===== src/pms_pkg.sv =====
package pms_pkg;
    // ------------------------------------------------------------
    // Register indices
    // ------------------------------------------------------------
    localparam logic [4:0] REG_BASIC_CONTROL   = 5'h00;
    localparam logic [4:0] REG_BASIC_STATUS    = 5'h01;
    localparam logic [4:0] REG_IDENTIFIER_HIGH = 5'h02;
    localparam logic [4:0] REG_IDENTIFIER_LOW  = 5'h03;
    localparam logic [4:0] REG_STD_LAST        = 5'h06;
    localparam logic [4:0] REG_VENDOR_FIRST    = 5'h10;
    localparam logic [4:0] REG_MODE_CTRL       = 5'h11;
    // ------------------------------------------------------------
    // Field positions
    // ------------------------------------------------------------
    localparam int CTL_RESET    = 15;
    localparam int CTL_LOOPBACK = 14;
    localparam int CTL_SPEED    = 13;
    localparam int CTL_AN_EN    = 12;
    localparam int CTL_PWRDN    = 11;
    localparam int CTL_ISOLATE  = 10;
    localparam int CTL_AN_RST   = 9;
    localparam int CTL_DUPLEX   = 8;
    localparam int CTL_COLTEST  = 7;
    localparam int MODE_ANY_ADDR = 3;
    // ------------------------------------------------------------
    // Values
    // ------------------------------------------------------------
    localparam logic [15:0] CTL_RESET_VAL  = 16'h3100;
    localparam logic [15:0] CTL_WR_MASK    = 16'hFF80;
    localparam logic [15:0] STATUS_CAPS    = 16'h7809;
    localparam logic [15:0] UNIMPL_VALUE   = 16'hFFFF;
    localparam logic [4:0]  ADDR_DEFAULT   = 5'h1F;
    localparam logic [1:0]  OP_WRITE       = 2'h1;
    localparam logic [1:0]  OP_READ        = 2'h2;
    localparam int          PREAMBLE_BITS  = 32;
    // Management clock limits, far side only
    localparam int MDC_MIN_EDGE_NS   = 160;
    localparam int MDC_MIN_PERIOD_NS = 400;
    localparam int CLK_PERIOD_NS     = 4;
    localparam int MDC_EDGE_CYCLES   = MDC_MIN_EDGE_NS / CLK_PERIOD_NS;
endpackage


===== src/pms_regs_if.sv =====
`timescale 1ns/1ps
interface pms_regs_if;
    logic        wr_stb;
    logic [4:0]  addr;
    logic [15:0] wdata;
    logic [15:0] rdata;
    logic        any_addr;

    modport frame (output wr_stb, output addr, output wdata, input rdata, input any_addr);
    modport regs  (input wr_stb, input addr, input wdata, output rdata, output any_addr);
endinterface


===== src/pms_regfile.sv =====
`timescale 1ns/1ps
module pms_regfile #(
    parameter logic [15:0] ID_HIGH = 16'h1234, // Arbitrary value
    parameter logic [15:0] ID_LOW  = 16'h5670  // Arbitrary value
) (
    input  wire logic  clk_i,
    input  wire logic  rst_i,
    input  wire logic  link_up_i,
    input  wire logic  an_done_i,
    pms_regs_if.regs   rb,
    output logic [15:0] control_o,
    output logic        an_restart_o
);
    logic [15:0] ctl_reg;
    logic [15:0] vend_reg [16];
    logic [15:0] status_w;
    logic        ctl_wr;
    logic        soft_reset;

    // ------------------------------------------------------------
    // Decode
    // ------------------------------------------------------------
    assign ctl_wr     = rb.wr_stb && (rb.addr == pms_pkg::REG_BASIC_CONTROL);
    assign soft_reset = ctl_wr && rb.wdata[pms_pkg::CTL_RESET];
    // Negotiation done in bit 5, link in bit 2
    assign status_w   = pms_pkg::STATUS_CAPS | {10'h000, an_done_i, 2'h0, link_up_i, 2'h0};
    assign rb.any_addr = vend_reg[1][pms_pkg::MODE_ANY_ADDR];
    assign control_o   = ctl_reg;
    // Restart bit self-clears, so a write of one is a pulse
    assign an_restart_o = ctl_wr && rb.wdata[pms_pkg::CTL_AN_RST];

    // Read mux: 7..15 answer all ones
    assign rb.rdata =
        (rb.addr == pms_pkg::REG_BASIC_CONTROL)   ? ctl_reg :
        (rb.addr == pms_pkg::REG_BASIC_STATUS)    ? status_w :
        (rb.addr == pms_pkg::REG_IDENTIFIER_HIGH) ? ID_HIGH :
        (rb.addr == pms_pkg::REG_IDENTIFIER_LOW)  ? ID_LOW :
        (rb.addr <= pms_pkg::REG_STD_LAST)        ? 16'h0000 :
        (rb.addr >= pms_pkg::REG_VENDOR_FIRST)    ? vend_reg[rb.addr[3:0]] :
        pms_pkg::UNIMPL_VALUE;

    // Control register; reset and restart bits never stick
    always_ff @(posedge clk_i or posedge rst_i) begin
        if (rst_i) begin
            ctl_reg <= pms_pkg::CTL_RESET_VAL;
        end else if (soft_reset) begin
            ctl_reg <= pms_pkg::CTL_RESET_VAL;
        end else if (ctl_wr) begin
            ctl_reg <= rb.wdata & pms_pkg::CTL_WR_MASK & 16'h7DFF;
        end
    end

    // Vendor registers 16..31 as plain storage
    genvar gi;
    generate
        for (gi = 0; gi < 16; gi++) begin : g_vend
            always_ff @(posedge clk_i or posedge rst_i) begin
                if (rst_i) begin
                    vend_reg[gi] <= 16'h0000;
                end else if (rb.wr_stb && rb.addr == {1'b1, 4'(gi)}) begin
                    vend_reg[gi] <= rb.wdata;
                end
            end
        end
    endgenerate
endmodule


===== src/pms_top.sv =====
`timescale 1ns/1ps
// Function
// - Latch mode strap at reset release
// - Latch five-bit address from four light pins and general output 1
// - Light polarity follows its address strap
// - Registers 0-6 and 16-31 implemented
// - Registers 7-15 read as all ones
// - Vendor bit answers any address
// - Data sampled on management clock rise
// - Open-drain data, clock only an input
// - No timeout; frame state held forever
// - Control register bit layout
// - Restart pulse; forced speed and duplex
module pms_top #(
    parameter logic [15:0] ID_HIGH = 16'h1234, // Arbitrary value
    parameter logic [15:0] ID_LOW  = 16'h5670  // Arbitrary value
) (
    input  wire logic       clk_i,
    input  wire logic       rst_i,
    input  wire logic       mdc_i,
    input  wire logic       mdio_i,
    output logic            mdio_o,
    output logic            mdio_oe_n_o,
    input  wire logic [3:0] status_light_i,
    input  wire logic       general_output_1_i,
    input  wire logic       mode_strap_pin_i,
    input  wire logic [3:0] light_on_i,
    input  wire logic       link_up_i,
    input  wire logic       an_done_i,
    input  wire logic       irq_req_i,
    input  wire logic       tx_err_i,
    output logic [3:0]      status_light_o,
    output logic            status_light_oe_n_o,
    output logic            shared_pin_o,
    output logic            int_mode_o,
    output logic [4:0]      phy_address_o,
    output logic [15:0]     control_o,
    output logic            an_enable_o,
    output logic            speed_100_o,
    output logic            full_duplex_o,
    output logic            an_restart_o
);
    typedef enum logic [2:0] {
        PMS_IDLE  = 3'b000,
        PMS_HEAD  = 3'b001,
        PMS_TA    = 3'b010,
        PMS_DATA  = 3'b011,
        PMS_SKIP  = 3'b100
    } pms_state_t;

    pms_regs_if rif ();

    // ------------------------------------------------------------
    // Synchronisers and strap capture
    // ------------------------------------------------------------
    logic [1:0]  mdc_s_reg, mdio_s_reg;
    logic [5:0]  strap_s1_reg, strap_s2_reg;
    logic        mdc_d_reg;
    logic        rel_reg;
    logic        strap_done_reg;
    logic [4:0]  addr_reg;
    logic        int_mode_reg;

    always_ff @(posedge clk_i or posedge rst_i) begin
        if (rst_i) begin
            mdc_s_reg    <= 2'h0;
            mdio_s_reg   <= 2'h3;
            mdc_d_reg    <= 1'b0;
        end else begin
            mdc_s_reg    <= {mdc_s_reg[0], mdc_i};
            mdio_s_reg   <= {mdio_s_reg[0], mdio_i};
            mdc_d_reg    <= mdc_s_reg[1];
        end
    end

    // Strap pins sample through reset, so release sees pins, not a reset value
    always_ff @(posedge clk_i) begin
        strap_s1_reg <= {mode_strap_pin_i, general_output_1_i, status_light_i};
        strap_s2_reg <= strap_s1_reg;
    end

    // Capture a few cycles after release, once the pin samples settled
    always_ff @(posedge clk_i or posedge rst_i) begin
        if (rst_i) begin
            rel_reg        <= 1'b0;
            strap_done_reg <= 1'b0;
            addr_reg       <= pms_pkg::ADDR_DEFAULT;
            int_mode_reg   <= 1'b1;
        end else begin
            rel_reg <= 1'b1;
            if (rel_reg && !strap_done_reg) begin
                strap_done_reg <= 1'b1;
                addr_reg       <= strap_s2_reg[4:0];
                int_mode_reg   <= strap_s2_reg[5];
            end
        end
    end

    // Lights drive only after capture; polarity from each strap bit
    assign status_light_oe_n_o = !strap_done_reg;
    assign status_light_o = light_on_i ^ addr_reg[3:0];
    assign shared_pin_o   = int_mode_reg ? !irq_req_i : tx_err_i;
    assign int_mode_o     = int_mode_reg;
    assign phy_address_o  = addr_reg;

    // ------------------------------------------------------------
    // Serial management frame engine
    // ------------------------------------------------------------
    pms_state_t  state_reg, state_next;
    logic [5:0]  ones_reg;
    logic [3:0]  cnt_reg;
    logic [13:0] hdr_reg;
    logic [13:0] hdr_full;
    logic [15:0] sh_reg;
    logic        is_read_reg;
    logic        mdc_rise, mdc_fall, bit_in;
    logic        hdr_last, addr_ok, start_ok;
    logic        drive_reg;

    assign mdc_rise = mdc_s_reg[1] && !mdc_d_reg;
    assign mdc_fall = !mdc_s_reg[1] && mdc_d_reg;
    assign bit_in   = mdio_s_reg[1];
    // Header is complete with the bit taken at this rise
    assign hdr_full = {hdr_reg[12:0], bit_in};
    assign hdr_last = (state_reg == PMS_HEAD) && (cnt_reg == 4'd12);
    // hdr: start(2) op(2) phy(5) reg(5)
    assign start_ok = (hdr_full[13:12] == 2'b01);
    assign addr_ok  = rif.any_addr || (hdr_full[9:5] == addr_reg);

    // Next state only moves on clock edges; no timeout anywhere
    always_comb begin
        state_next = state_reg;
        unique case (state_reg)
            PMS_IDLE: if (mdc_rise && !bit_in && ones_reg == 6'(pms_pkg::PREAMBLE_BITS)) begin
                state_next = PMS_HEAD;
            end
            PMS_HEAD: if (mdc_rise && hdr_last) begin
                state_next = (start_ok && addr_ok
                              && (hdr_full[11:10] == pms_pkg::OP_READ
                                  || hdr_full[11:10] == pms_pkg::OP_WRITE)) ? PMS_TA : PMS_SKIP;
            end
            PMS_TA:   if (mdc_rise && cnt_reg == 4'd1) begin
                state_next = PMS_DATA;
            end
            PMS_DATA: if (mdc_rise && cnt_reg == 4'd15) begin
                state_next = PMS_IDLE;
            end
            PMS_SKIP: if (mdc_rise && cnt_reg == 4'd15) begin
                state_next = PMS_IDLE;
            end
            default:  state_next = PMS_IDLE;
        endcase
    end

    // Frame sequencing
    always_ff @(posedge clk_i or posedge rst_i) begin
        if (rst_i) begin
            state_reg <= PMS_IDLE;
            ones_reg  <= 6'h00;
            cnt_reg   <= 4'h0;
            hdr_reg   <= 14'h0000;
            is_read_reg <= 1'b0;
        end else if (mdc_rise) begin
            state_reg <= state_next;
            ones_reg  <= (bit_in && state_reg == PMS_IDLE)
                         ? ((ones_reg == 6'(pms_pkg::PREAMBLE_BITS)) ? ones_reg : ones_reg + 6'd1)
                         : 6'h00;
            cnt_reg   <= (state_next != state_reg) ? 4'h0 : cnt_reg + 4'd1;
            if (state_reg == PMS_IDLE) begin
                hdr_reg <= {13'h0000, bit_in};
            end else if (state_reg == PMS_HEAD) begin
                hdr_reg <= {hdr_reg[12:0], bit_in};
            end
            if (hdr_last) begin
                is_read_reg <= hdr_full[11:10] == pms_pkg::OP_READ;
            end
        end
    end

    // Address of the frame, held from the header
    assign rif.addr   = hdr_reg[4:0];
    assign rif.wdata  = {sh_reg[14:0], bit_in};
    assign rif.wr_stb = mdc_rise && state_reg == PMS_DATA && cnt_reg == 4'd15 && !is_read_reg;

    // Read shifter loads at turnaround, shifts on falling edges
    always_ff @(posedge clk_i or posedge rst_i) begin
        if (rst_i) begin
            sh_reg    <= 16'h0000;
            drive_reg <= 1'b0;
        end else if (state_reg == PMS_TA && is_read_reg && mdc_fall && cnt_reg == 4'd1) begin
            sh_reg    <= rif.rdata;
            drive_reg <= 1'b1;
        end else if (state_reg == PMS_TA && is_read_reg && mdc_fall) begin
            drive_reg <= 1'b0; // First turnaround bit left to the pull-up
            sh_reg    <= 16'h0000;
        end else if (state_reg == PMS_DATA && is_read_reg && mdc_fall && cnt_reg != 4'd0) begin
            sh_reg <= {sh_reg[14:0], 1'b0};
        end else if (state_reg == PMS_DATA && !is_read_reg && mdc_rise) begin
            sh_reg <= {sh_reg[14:0], bit_in};
        end else if (state_reg == PMS_IDLE) begin
            drive_reg <= 1'b0;
        end
    end

    // Open-drain: only pull low; turnaround second bit is zero
    assign mdio_o      = 1'b0;
    assign mdio_oe_n_o = !(drive_reg && (state_reg == PMS_TA || !sh_reg[15]));

    // ------------------------------------------------------------
    // Registers and derived mode
    // ------------------------------------------------------------
    pms_regfile #(
        .ID_HIGH (ID_HIGH),
        .ID_LOW  (ID_LOW)
    ) u_regs (
        .clk_i        (clk_i),
        .rst_i        (rst_i),
        .link_up_i    (link_up_i),
        .an_done_i    (an_done_i),
        .rb           (rif),
        .control_o    (control_o),
        .an_restart_o (an_restart_o)
    );

    assign an_enable_o   = control_o[pms_pkg::CTL_AN_EN];
    // Forced mode only when negotiation is off
    assign speed_100_o   = an_enable_o ? 1'b1 : control_o[pms_pkg::CTL_SPEED];
    assign full_duplex_o = an_enable_o ? 1'b1 : control_o[pms_pkg::CTL_DUPLEX];

    // ------------------------------------------------------------
    // Checks
    // ------------------------------------------------------------
    strap_hold_a: assert property (@(posedge clk_i) disable iff (rst_i)
        strap_done_reg |=> $stable(addr_reg) && $stable(int_mode_reg))
        else $error("strap changed after capture");
    strap_take_a: assert property (@(posedge clk_i) disable iff (rst_i)
        rel_reg && !strap_done_reg |=> addr_reg == $past(strap_s2_reg[4:0]))
        else $error("address strap not taken");
    mode_take_a: assert property (@(posedge clk_i) disable iff (rst_i)
        rel_reg && !strap_done_reg |=> int_mode_reg == $past(strap_s2_reg[5]))
        else $error("mode strap not taken");
    light_pol_a: assert property (@(posedge clk_i) disable iff (rst_i)
        status_light_o[0] == (light_on_i[0] ^ addr_reg[0]))
        else $error("light polarity wrong");
    unimpl_read_a: assert property (@(posedge clk_i) disable iff (rst_i)
        (rif.addr > 5'h06 && rif.addr < 5'h10) |-> rif.rdata == 16'hFFFF)
        else $error("unimplemented register not all ones");
    step_edge_a: assert property (@(posedge clk_i) disable iff (rst_i)
        !mdc_rise |=> $stable(state_reg))
        else $error("frame advanced without clock rise");
    forced_a: assert property (@(posedge clk_i) disable iff (rst_i)
        !control_o[12] |-> speed_100_o == control_o[13] && full_duplex_o == control_o[8])
        else $error("forced mode ignored");
    restart_a: assert property (@(posedge clk_i) disable iff (rst_i)
        rif.wr_stb && rif.addr == 5'h00 && rif.wdata[9] |-> an_restart_o ##1 !control_o[9])
        else $error("restart not pulsed");
    no_drive_a: assert property (@(posedge clk_i) disable iff (rst_i)
        state_reg == PMS_SKIP || state_reg == PMS_HEAD |-> mdio_oe_n_o)
        else $error("data driven outside read");
endmodule


===== config.mk =====
export PLATFORM = sky130hd
export DESIGN_NAME = pms_top
export DESIGN_NICKNAME = d
export VERILOG_FILES = /design/src/pms_pkg.sv /design/src/pms_regs_if.sv /design/src/pms_regfile.sv /design/src/pms_top.sv
export SDC_FILE = /design/constraint.sdc
export NUM_CORES = 1
export LEC_CHECK = 0
export BUFFER_PORTS_ARGS = -buffer_cell sky130_fd_sc_hd__buf_2
export CORE_MARGIN = 5
export CORE_UTILIZATION = 38
export DETAILED_ROUTE_END_ITERATION = 8
export PLACE_DENSITY = 0.53
export SLEW_MARGIN = 15
export SYNTH_ARGS = -nofsm -noshare
export SYNTH_HDL_FRONTEND = slang
export SYNTH_SLANG_ARGS = --single-unit

===== constraint.sdc =====
create_clock -name clk_i -period 11.9 [get_ports clk_i]
set_input_delay 0 -clock clk_i [delete_from_list [all_inputs] [get_ports clk_i]]
set_output_delay 0 -clock clk_i [all_outputs]
set_load 0.05 [all_outputs]

==> summary.txt <==
FFs w/ async S/R, synth: 96.4%
Hold Crit Class: input port to register
RePlAce Congestion: 0.802
setup TNS: 0 ns
Worst setup EP type: register
critical-path cell list: buf_4 -> mux4_2 -> nor2b_1 -> a21oi_1 -> a21oi_1 -> a211o_1
post-synth top area cell: dfrtp_1
Setup Buffers After CTS: 0
final setup fails: 0
Antenna Nets Post-Route: 0
core region area: 39800 sq um
Worst Clk Skew: 0.0226 ns
clock power share: 39.8%
DRT iter0 DRCs: 747
switching portion of total power: 30.0%
Final Routed Wirelength: 40400 microns
placed wire-length estimate: 23800 microns
yosys warns: 0
Switch Pwr: 0.850 mW
Comb pwr share: 17.0%
reg-to-reg critical path startpoint: hdr_reg[0]$_DFFE_PP0P_
CP max stage cell: buf_4
worst hold path endpoint: strap_s1_reg[5]$_DFF_P_
status: finished, final reports clean
count leader, synth: dfrtp_1
Worst VDD drop: 90.0 uV
Max Clk Rate: 326 MHz
Worst Setup Start Kind: register
Max clock buf depth: 3
CP max FO: 48
Post-route DRC: 0
Synth area leaders: dfrtp_1, mux2_2, mux4_2
Final Non-Filler Cells: 1659
gr ovfl total: 0
Seq/Total Area, Yosys: 53.8%
Clock Sinks: 332
Flop pwr share: 43.2%
full die area: 44500 sq um
DR vias: 9257
Die H: 211 microns
Wirelength per Cell: 24.3 microns
Tcrit/Tclk final: 25.8%
WS Path Type: register to register
Worst-path clk slew: 0.06 ns
number of cells after detailed placement: 1584
Inserted Clock Buffers: 38
R2R Setup Slk: 8.83 ns
port bufs: 41
ant diodes: 0
Rows: 73
top cells by count, synth: dfrtp_1, mux2_2, mux4_2
max-slew violation count: 0
Area Growth Syn to Fin: 11.8%
nets@finish: 1132
Worst slew margin: 33.3%
first-pass GRT wire length: 62100 microns
Internal: 1.98 mW
Crit path max-delay family: buffers and inverters
reg2reg end: sh_reg[6]$_DFFE_PP0P_
initial antenna violation count: 0
Tot GR Track Use: 18.3%
Synth Register Bits: 332
Top FF cell, synth: dfrtp_1
top cell type's share of synthesized area: 50.4%
unique cell type count in the Yosys netlist: 73
Mapped Cells: 1095
worst endpoint required time: 12.32 ns
RSZ-0062 raised after global routing: no
vias in the first global route: 9474
worst-margin pin slew: 1.00 ns
CP Data Arrival Time: 3.49 ns
clk root buf: clkbuf_16
DR pass1 iterations: 5
WP buf/inv: 1
vias per inst: 5.58
num ports: 52
most used cell, CP: a21oi_1
synthesized area: 15400 sq um
number of H-tree levels: 2
final hold viol count: 0
power density over cell area: 165 nW/um^2
number of synthesized flops with an enable pin: 0
worst hold start: mode_strap_pin_i
max reg flops: 255
Fillers: 3671
clock latency on the worst-skew pair: 0.56 ns
layout cells sized above 1: 44.3%
effective utilization at floorplan: 38.6%
critical path's largest stage delay: 0.85 ns
Hold Crit Depth: 2
syn_area_per_cell: 14.0 sq um
Worst Reg-to-Reg Cells: 6
CTS tree: done
fin crit period: 3.07 ns
Static Leak: 8.19 nW
max cap viols: 0
largest net degree at the start of global routing: 118
Die X: 211 microns
-- power by group through the flow --
| stage | Sequential, mW | Combinational [mW] | Clock, mW |
|---|---|---|---|
| CTS | 1.22 | 0.484 | 1.16 |
| floorplan | 1.20 | 0.375 | 0 |
| global route | 1.23 | 0.519 | 1.20 |
| finish | 1.22 | 0.481 | 1.13 |
| global placement | 1.24 | 0.478 | 0 |
| detailed placement | 1.24 | 0.480 | 0 |
-- stage by stage --
stage	power, mW	hold WS, ns	util (%)	area (sq um)	worst slack, ns
detailed placement	1.72	0.104	39.9	15900	8.76
global route	2.95	0.0977	43.1	17200	8.54
global placement	1.72	0.105	39.9	15900	8.76
floorplan	1.58	0.00448	-	15400	3.06
finish	2.83	0.0908	43.1	17200	8.83
CTS	2.87	0.0745	43.1	17200	8.73
-- worst register-to-register path, cell delays in order (launching register included) --
cell     delay, ns
dfrtp_4       0.80
buf_4         0.85
mux4_2        0.65
nor2b_1       0.14
a21oi_1       0.12
a21oi_1       0.08
a211o_1       0.30
-- cell usage in the layout, fill, tap and decap left out, drive strengths merged, types with 8 or more instances in the layout --
cell type / n
dfrtp: 309
mux2: 277
mux4: 60
nand2: 58
buf: 58
clkbuf: 57
a21oi: 20
nor2: 20
nand3: 16
nor3: 15
a22o: 14
inv: 14
mux2i: 12
dfxtp: 12
o22ai: 11
conb: 11
dfstp: 11
o21ai: 10
dlygate4sd3: 9
a211oi: 8
nor2b: 8
xor2: 8
a211o: 8
-- what timing repair did --
action / 4_1_cts / 5_1_grt
hold endpoints to repair: 114 / 0
gates resized for setup: 0 / 0
setup endpoints to repair: 0 / 0
hold buffers: 9 / 0
-- logic make-up after synthesis --
logic type	Yosys count	synth area share [%]
flip-flops	332	53.8
AO/OA/AOI/OAI	111	5.22
buffers and inverters	115	3.64
other	2	0.0489
multiplexers	349	29.9
XOR/XNOR	11	0.627
adder cells (fa/ha/maj)	6	0.489
AND/OR/NAND/NOR	169	6.27
-- worst max path at each step --
| stage | startpoint | end | slack, ns | depth (start not counted) |
|---|---|---|---|---|
| 2_1_floorplan | rst_i | cnt_reg[0]$_DFFE_PP0N_ | 3.06 | 1 |
| 3_3_place_gp | hdr_reg[0]$_DFFE_PP0P_ | sh_reg[6]$_DFFE_PP0P_ | 8.76 | 6 |
| 3_5_place_dp | hdr_reg[0]$_DFFE_PP0P_ | sh_reg[6]$_DFFE_PP0P_ | 8.76 | 5 |
| 4_1_cts | hdr_reg[0]$_DFFE_PP0P_ | sh_reg[6]$_DFFE_PP0P_ | 8.73 | 5 |
| 5_1_grt | hdr_reg[0]$_DFFE_PP0P_ | sh_reg[6]$_DFFE_PP0P_ | 8.54 | 6 |
| 6_report | hdr_reg[0]$_DFFE_PP0P_ | sh_reg[6]$_DFFE_PP0P_ | 8.83 | 6 |
-- area by class of cell --
type	count	area [sq um]	area share, %
clock inverters	9	66.3	0.386
multi-input cells	657	6580	38.3
well taps	525	657	3.82
inverters	12	52.6	0.306
clock buffers	57	1130	6.59
repair buffers	67	423	2.46
flip-flops and latches	332	8270	48.1
-- per-layer routing --
layer  routed length (microns)  up-vias  global-route usage [%]
li1                          -     4042                       -
met1                     19200     4902                    27.2
met2                     18200      247                    27.3
met3                      2120       66                    4.04
met4                       910        0                    4.96
met5                         0        -                       0
(Power assumes the default switching activity.)
